[config.mk]
export PLATFORM = sky130hd
export DESIGN_NAME = ttc_throttle
export DESIGN_NICKNAME = d
export VERILOG_FILES = /design/src/design/ttc_pkg.sv /design/src/design/ttc_throttle.sv
export SDC_FILE = /design/constraint.sdc
export NUM_CORES = 1
export LEC_CHECK = 0
export ABC_CLOCK_PERIOD_IN_PS = 1780
export BUFFER_PORTS_ARGS = -buffer_cell sky130_fd_sc_hd__buf_2
export CORE_ASPECT_RATIO = 0.6
export CORE_MARGIN = 2
export CORE_UTILIZATION = 40
export DETAILED_ROUTE_END_ITERATION = 7
export PLACE_DENSITY_LB_ADDON = 0.1
export SETUP_SLACK_MARGIN = 0.4
export SLEW_MARGIN = 20
export SYNTH_ARGS = -nofsm -noshare
export SYNTH_HDL_FRONTEND = slang
export SYNTH_SLANG_ARGS = --single-unit
[constraint.sdc]
create_clock -name clk -period 1.78 [get_ports clk]
set_input_delay 0.089 -clock clk [delete_from_list [all_inputs] [get_ports clk]]
set_output_delay 0.089 -clock clk [all_outputs]
set_load 0.005 [all_outputs]
[src/design/ttc_pkg.sv]
package ttc_pkg;
    // register byte offsets
    localparam logic [3:0] TTC_CTRL_OFS = 4'h0;
    localparam logic [3:0] TTC_STAT_OFS = 4'h4;
    localparam logic [3:0] TTC_IRQ_STAT_OFS = 4'h8;
    localparam logic [3:0] TTC_IRQ_CLR_OFS = 4'hC;
    localparam logic [4:0] TTC_IRQ_EN_OFS = 5'h10;
    localparam logic [4:0] TTC_PSTATE_OFS = 5'h14;
    // control field positions
    localparam int TTC_AUTO_EN_BIT = 0;
    localparam int TTC_AUTO_SEL_BIT = 5;
    localparam int TTC_OD_EN_BIT = 4;
    localparam int TTC_OD_DUTY_LO = 1;
    localparam int TTC_OD_DUTY_HI = 3;
    localparam logic [31:0] TTC_CTRL_RST = 32'h0000_0000;
    localparam logic [3:0] TTC_PSTATE_RST = 4'hF;
    localparam logic [3:0] TTC_PSTATE_LOW = 4'h0;
    // modulation window: 8 steps of 12.5 percent
    localparam logic [2:0] TTC_AUTO_DUTY = 3'h3;
    localparam int TTC_STEP_CYC = 16;
    localparam logic [3:0] TTC_STEP_MAX = 4'(TTC_STEP_CYC - 1);
    localparam int TTC_HYST_CYC = 64;
    localparam logic [5:0] TTC_HYST_MAX = 6'(TTC_HYST_CYC - 1);
    // irq status bits
    localparam int TTC_EV_HOT_RISE = 0;
    localparam int TTC_EV_HOT_FALL = 1;
    localparam int TTC_EV_ACT = 2;
    typedef enum logic {TTC_VAR_CLKMOD, TTC_VAR_PSTATE} ttc_var_t;
endpackage

[src/design/ttc_throttle.sv]
// Local design decisions: the Avalon-MM slave port and the register offsets.
`timescale 1ns/1ns
// Overview of operation
// trip threshold fixed, not software visible
// automatic activation only at maximum temperature
// bus snooping continues during throttling
// interrupts latched, serviced while clocks run
// throttle by clock gating or lower operating point
// automatic and on-demand; automatic wins
// automatic variant chosen by config register
// firmware must enable automatic mode
// automatic clock modulation fixed 50 percent
// pstate variant returns to last requested point
// ctrl bit4 on-demand, bits3:1 duty
// active-low hot output while above trip
// trip input synchronised before use
module ttc_throttle (
    input wire logic clk,
    input wire logic rst,
    input wire logic [4:0] avs_address,
    input wire logic avs_read,
    input wire logic avs_write,
    input wire logic [31:0] avs_writedata,
    input wire logic [3:0] avs_byteenable,
    output logic [31:0] avs_readdata,
    output logic avs_waitrequest,
    input wire logic temp_trip_in,
    input wire logic snoop_req,
    output logic snoop_ack,
    input wire logic irq_in,
    output logic irq_service,
    output logic core_clk_en,
    output logic [3:0] pstate_out,
    output logic thermal_throttle_unit_active,
    output logic overtemp_out_n,
    output logic irq
);
    import ttc_pkg::*;

    ////////////////////////////////////////////////////////////////////////
    logic [2:0] trip_sync_r;
    logic hot_r;
    logic [5:0] hyst_r;
    logic [31:0] ctrl_r;
    logic [3:0] pstate_req_r;
    logic [2:0] irq_stat_r;
    logic [2:0] irq_en_r;
    logic [3:0] step_r;
    logic [2:0] phase_r;
    logic irq_pend_r;
    logic act_d_r;
    logic ack_r;
    logic [31:0] rdata_r;

    wire acc = avs_read | avs_write;
    wire wr_go = avs_write & ack_r;
    wire rd_go = avs_read & ~ack_r;
    wire sel_ctrl = (avs_address == 5'(TTC_CTRL_OFS));
    wire sel_stat = (avs_address == 5'(TTC_STAT_OFS));
    wire sel_istat = (avs_address == 5'(TTC_IRQ_STAT_OFS));
    wire sel_iclr = (avs_address == 5'(TTC_IRQ_CLR_OFS));
    wire sel_ien = (avs_address == TTC_IRQ_EN_OFS);
    wire sel_ps = (avs_address == TTC_PSTATE_OFS);
    wire full_lo = avs_byteenable[0];

    ////////////////////////////////////////////////////////////////////////
    // three stages, change accepted when stages 2 and 3 agree
    wire trip_agree = (trip_sync_r[1] == trip_sync_r[2]);
    always_ff @(posedge clk)
    begin
        if (rst)
            trip_sync_r <= 3'h0;
        else
            trip_sync_r <= {trip_sync_r[1:0], temp_trip_in};
    end

    // trip level is the sensor's fixed threshold; no register holds it
    // small hysteresis: release only after the trip stays low a while
    wire hyst_done = (hyst_r == TTC_HYST_MAX);
    always_ff @(posedge clk)
    begin
        if (rst)
        begin
            hot_r <= 1'b0;
            hyst_r <= 6'h00;
        end
        else if (trip_agree && trip_sync_r[2])
        begin
            hot_r <= 1'b1;
            hyst_r <= 6'h00;
        end
        else if (trip_agree && hot_r)
        begin
            hyst_r <= hyst_done ? hyst_r : hyst_r + 6'h01;
            hot_r <= ~hyst_done;
        end
    end

    assign overtemp_out_n = ~hot_r;

    ////////////////////////////////////////////////////////////////////////
    wire auto_en = ctrl_r[TTC_AUTO_EN_BIT]; // firmware duty to set
    wire auto_var = ctrl_r[TTC_AUTO_SEL_BIT];
    wire od_en = ctrl_r[TTC_OD_EN_BIT];
    wire [2:0] od_duty = ctrl_r[TTC_OD_DUTY_HI:TTC_OD_DUTY_LO];
    wire auto_act = auto_en & hot_r;
    wire auto_mod = auto_act & (ttc_var_t'(auto_var) == TTC_VAR_CLKMOD);
    wire auto_ps = auto_act & (ttc_var_t'(auto_var) == TTC_VAR_PSTATE);
    // od activates regardless of temperature
    wire od_act = od_en & ~auto_act; // automatic wins
    wire mod_act = auto_mod | od_act;
    wire [2:0] duty = auto_mod ? TTC_AUTO_DUTY : od_duty;
    wire tcc_act = auto_act | od_act;

    ////////////////////////////////////////////////////////////////////////
    // modulation: clocks run while phase <= duty and phase != 7 (duty+1 of 8 steps, at most 7)
    wire step_end = (step_r == TTC_STEP_MAX);
    // counters restart whenever throttling drops, so each episode opens on
    always_ff @(posedge clk)
    begin
        if (rst || !mod_act)
            step_r <= 4'h0;
        else
            step_r <= step_r + 4'h1;
    end

    // phase keeps running across duty changes; no glitch on rewrite
    always_ff @(posedge clk)
    begin
        if (rst || !mod_act)
            phase_r <= 3'h0;
        else if (step_end)
            phase_r <= phase_r + 3'h1;
    end

    // bits 3:1 = 0 means 12.5 percent on, 7 means 87.5 percent
    wire clk_on = ~mod_act | (phase_r <= duty) && (phase_r != 3'h7);

    always_ff @(posedge clk)
    begin
        if (rst)
            core_clk_en <= 1'b1;
        else
            core_clk_en <= clk_on;
    end

    // lower point while hot, else the last requested one
    always_ff @(posedge clk)
    begin
        if (rst)
            pstate_out <= TTC_PSTATE_RST;
        else if (auto_ps && pstate_req_r > TTC_PSTATE_LOW)
            pstate_out <= TTC_PSTATE_LOW;
        else
            pstate_out <= pstate_req_r;
    end

    always_ff @(posedge clk)
    begin
        if (rst)
            thermal_throttle_unit_active <= 1'b0;
        else
            thermal_throttle_unit_active <= tcc_act;
    end

    ////////////////////////////////////////////////////////////////////////
    // snoop path is independent of throttle state
    always_ff @(posedge clk)
    begin
        if (rst)
            snoop_ack <= 1'b0;
        else
            snoop_ack <= snoop_req;
    end

    // latch requests; deliver only in clock-on windows
    always_ff @(posedge clk)
    begin
        if (rst)
        begin
            irq_pend_r <= 1'b0;
            irq_service <= 1'b0;
        end
        else
        begin
            irq_service <= irq_pend_r & clk_on;
            if (irq_in)
                irq_pend_r <= 1'b1;
            else if (irq_pend_r && clk_on)
                irq_pend_r <= 1'b0;
        end
    end

    ////////////////////////////////////////////////////////////////////////
    // events; set wins over a simultaneous clear
    wire hot_d = trip_agree & trip_sync_r[2] & ~hot_r;
    wire cool_d = hot_r & trip_agree & ~trip_sync_r[2] & hyst_done;
    wire act_rise = tcc_act & ~act_d_r;
    wire [2:0] ev_set = {act_rise, cool_d, hot_d};
    wire [2:0] ev_clr = (wr_go && sel_iclr && full_lo) ? avs_writedata[2:0] : 3'h0;
    always_ff @(posedge clk)
    begin
        if (rst)
            act_d_r <= 1'b0;
        else
            act_d_r <= tcc_act;
    end

    // one sticky bit per event
    genvar gi;
    generate
        for (gi = 0; gi < 3; gi++)
        begin : g_ev
            always_ff @(posedge clk)
            begin
                if (rst)
                    irq_stat_r[gi] <= 1'b0;
                else if (ev_set[gi])
                    irq_stat_r[gi] <= 1'b1; // set wins, no lost event
                else if (ev_clr[gi])
                    irq_stat_r[gi] <= 1'b0;
            end
        end
    endgenerate

    always_ff @(posedge clk)
    begin
        if (rst)
            irq <= 1'b0;
        else
            irq <= |(irq_stat_r & irq_en_r);
    end

    ////////////////////////////////////////////////////////////////////////
    // one wait cycle per access keeps the slave simple
    assign avs_waitrequest = acc & ~ack_r;
    always_ff @(posedge clk)
    begin
        if (rst)
            ack_r <= 1'b0;
        else
            ack_r <= acc & ~ack_r;
    end

    // writes land only at the edge that ends the cycle after the wait cycle
    always_ff @(posedge clk)
    begin
        if (rst)
            ctrl_r <= TTC_CTRL_RST;
        else if (wr_go && full_lo && sel_ctrl)
            ctrl_r <= {26'h0, avs_writedata[5:0]};
    end

    always_ff @(posedge clk)
    begin
        if (rst)
            irq_en_r <= 3'h0;
        else if (wr_go && full_lo && sel_ien)
            irq_en_r <= avs_writedata[2:0];
    end

    // request is kept even while hot, so cooling returns to it
    always_ff @(posedge clk)
    begin
        if (rst)
            pstate_req_r <= TTC_PSTATE_RST;
        else if (wr_go && full_lo && sel_ps)
            pstate_req_r <= avs_writedata[3:0];
    end

    wire [31:0] stat_word = {28'h0, tcc_act, ~core_clk_en, auto_act, hot_r};
    wire [31:0] rd_mux = sel_ctrl ? ctrl_r :
                         sel_stat ? stat_word :
                         sel_istat ? {29'h0, irq_stat_r} :
                         sel_ien ? {29'h0, irq_en_r} :
                         sel_ps ? {28'h0, pstate_req_r} : 32'h0;
    always_ff @(posedge clk)
    begin
        if (rst)
            rdata_r <= 32'h0;
        else if (rd_go)
            rdata_r <= rd_mux;
    end
    assign avs_readdata = rdata_r;
endmodule

==> impl_metrics.env <==
export IMPL_worstPathArrival_ns=1.91
export IMPL_p_leak_nw=1.202
export IMPL_clkLatencyLatePin_ns=0.30
export IMPL_routed_via_density=4.725
export IMPL_worstPathMaxFanout=3
export IMPL_vias=1871
export IMPL_power_density_nw_per_um2=725.8
export IMPL_synthDistinctLibCells=37
export IMPL_num_io_pins=91
export IMPL_wl_per_cell_um=13.03
export IMPL_holdPathStages=2
export IMPL_max_freq_ghz=0.5850
export IMPL_cts_made_buffers=5
export IMPL_die_area_um2=6477
export IMPL_grt_overflow_total=0
export IMPL_start_util=0.4167
export IMPL_drc=0
export IMPL_clockBufferDepth=2
export IMPL_io_buffers=35
export IMPL_fin_crit_ns=1.709
export IMPL_maxSlewViolCount=0
export IMPL_critPathMaxStageDelay_ns=0.34
export IMPL_max_cap_viol_count=0
export IMPL_cts_root_buffer="clkbuf_8"
export IMPL_cpMaxStageDelayCell="dfxtp_2"
export IMPL_worst_setup_hold_path_clk_slew_ns=0.09
export IMPL_clock_skew_ns=0.006918
export IMPL_num_nets_final=371
export IMPL_min_path_type="input pin to flop"
export IMPL_hold_viol=0
export IMPL_final_area_um2=2733
export IMPL_cts_tree="yes"
export IMPL_timing_hold_ws_ns=0.008399
export IMPL_rows=21
export IMPL_synth_ff_type="dfxtp_1"
export IMPL_dp_hpwl_um=3951
export IMPL_antenna_cells=0
export IMPL_place_gp_congestion=0.7847
export IMPL_final_layout_size_suffix_gt1_frac=0.2373
export IMPL_r2r_cells=8
export IMPL_grt_pass1_wl_um=8390
export IMPL_die_h_um=63.15
export IMPL_min_to="snoop_ack"
export IMPL_ant_nets=0
export IMPL_netlist_area_um2=2332
export IMPL_rsz0062_at_grt="yes"
export IMPL_ys_ff_latch=50
export IMPL_end_kind="flop"
export IMPL_finalCritPeriodShare=0.9603
export IMPL_grtUsageTotal=0.1671
export IMPL_grt_max_degree=17
export IMPL_synth_edf_count=0
export IMPL_syn_avg_cell_area_um2=8.702
export IMPL_grt_pass1_vias=1681
export IMPL_drt_pass1_iterations=4
export IMPL_rr_startpoint="ctrl_r[0]"
export IMPL_syn_to_final_growth_pct=17.17
export IMPL_hp_start="snoop_req"
export IMPL_fill_cells=574
export IMPL_yosys_warnings=0
export IMPL_critical_path_class="flop to flop"
export IMPL_cp_start_kind="flop"
export IMPL_r2r_slack_ns=0.07
export IMPL_required_ns=1.98
export IMPL_drt_iter0_markers=80
export IMPL_cts_max_level=2
export IMPL_wl_um=5161
export IMPL_fp_dieW_um=102.6
export IMPL_setup_tns_ns=0
export IMPL_irDropWorstVdd_mv=0.3140
export IMPL_syn_instance_count=268
export IMPL_async_flop_share=0
export IMPL_seq_area_frac_synth=0.4292
export IMPL_setup_viol=0
export IMPL_crit_reg2reg_capture="irq_pend_r"
export IMPL_status="finished clean"
export IMPL_critical_path_cell_chain="nand2_2 -> nor2_2 -> nor2_1 -> ha_1 -> nor2b_4 -> o21a_1 -> o211a_1 -> o31a_1"
export IMPL_core_area_um2=5597
export IMPL_place_area_um2=2547
export IMPL_antenna_found_initial=0
export IMPL_fin_util=0.4883
export IMPL_cts_sinks=50
-- metrics by stage --
step | setup slack [ns] | power (mW) | std cells
after detailed placement | 0.04767 | 1.313 | 384
after floorplan | 0.1306 | 1.290 | 293
after global routing | -0.005332 | 2.084 | 396
after global placement | 0.06305 | 1.314 | 384
after CTS | 0.07218 | 2.002 | 395
final | 0.07064 | 1.983 | 396
-- report_power, final --
part / internal, mW / switching [mW] / leakage, nW / total, mW
Clock: 0.313 / 0.374 / 0.0472 / 0.687
Combinational: 0.0607 / 0.0940 / 0.747 / 0.155
Sequential: 1.13 / 0.00866 / 0.407 / 1.14
Total: 1.51 / 0.477 / 1.20 / 1.98
-- worst max-delay path, delay by kind of cell, from the launching register on --
family	cells	cell delay (ns)
compound gates	3	0.64
simple gates	4	0.34
flops	1	0.34
fa+ha+maj	1	0.30
-- cells in the final DEF, fill, tap and decap left out, drive strengths merged, types with 5 or more instances in the layout --
master / n
a21oi: 17
and3: 5
buf: 49
clkbuf: 6
conb: 26
dfxtp: 50
ha: 8
inv: 5
mux2i: 12
nand2: 29
nand3: 17
nor2: 26
nor2b: 10
nor3: 8
o21ai: 13
xor2: 5
-- sequential cells by signal, summed over array words and instances (netlist names), 3 cells and up --
signal and flops:
pstate_req_r 4, phase_r 3, step_r 4, trip_sync_r 3
avs_readdata 6, irq_stat_r 3, hyst_r 6, irq_en_r 3
pstate_out 4, ctrl_r 6
-- worst max path at each step --
stage	from	to	slack [ns]	depth (start not counted)
CTS	ctrl_r[0]	irq_pend_r	0.07	8
global route	ctrl_r[0]	irq_pend_r	-0.005	8
finish	ctrl_r[0]	irq_pend_r	0.07	8
global placement	ctrl_r[0]	irq_service	0.06	8
floorplan	hot_r	irq_pend_r	0.13	8
detailed placement	ctrl_r[0]	irq_service	0.05	8
-- timing repair --
action / CTS / global route
buffers inserted: 2 / 1
hold buffers: 1 / 0
pin swaps: 1 / 6
endpoints found under the hold margin: 1 / 0
gates resized for setup: 6 / 10
setup endpoints to repair: 15 / 14
-- area by class of cell --
type	instances	area (µm²)	area share
clock inverters	2	12.51	0.004579
repair buffers	50	290.3	0.1062
inverters	5	18.77	0.006868
clock buffers	6	82.58	0.03022
well taps	80	100.1	0.03663
multi-input cells	203	1221	0.4469
flip-flops and latches	50	1007	0.3686
-- cells by family after synthesis --
kind of cell               synth area share
and+or+nand+nor                      0.2226
DFF                                  0.4292
AOI/OAI and AO/OA                    0.1143
buffers and inverters                0.1116
muxes                               0.05150
adders and majority gates           0.04292
xor gates and xnor gates            0.02629
other                              0.001608
-- cell usage after synthesis, drive strengths merged (2+ instances only) --
library cell,count,area [µm²]
a21oi,17,85.08
nor4b,3,26.28
and3,5,31.28
nor2b,10,62.56
ha,8,100.1
dfxtp,50,1001
buf,29,215.2
a31oi,3,18.77
nand2,29,108.9
mux2i,12,120.1
o22ai,2,12.51
nor2,26,97.59
xnor2,2,17.52
a311oi,2,17.52
nand3,17,85.08
xor2,5,43.79
inv,5,18.77
nor3,8,40.04
o211ai,2,15.01
o21ai,13,65.06
clkbuf,6,26.28
-- routing by layer --
| metal | wire length (µm) | track usage | vias up | share of wire |
|---|---|---|---|---|
| met5 | 0 | 0 | - | 0 |
| met4 | 34 | 0.04000 | 0 | 0.0066 |
| met3 | 432 | 0.05771 | 4 | 0.084 |
| met2 | 1854 | 0.2092 | 75 | 0.36 |
| met1 | 2840 | 0.2645 | 826 | 0.55 |
| li1 | - | - | 966 | - |
(Power assumes the default switching activity.)
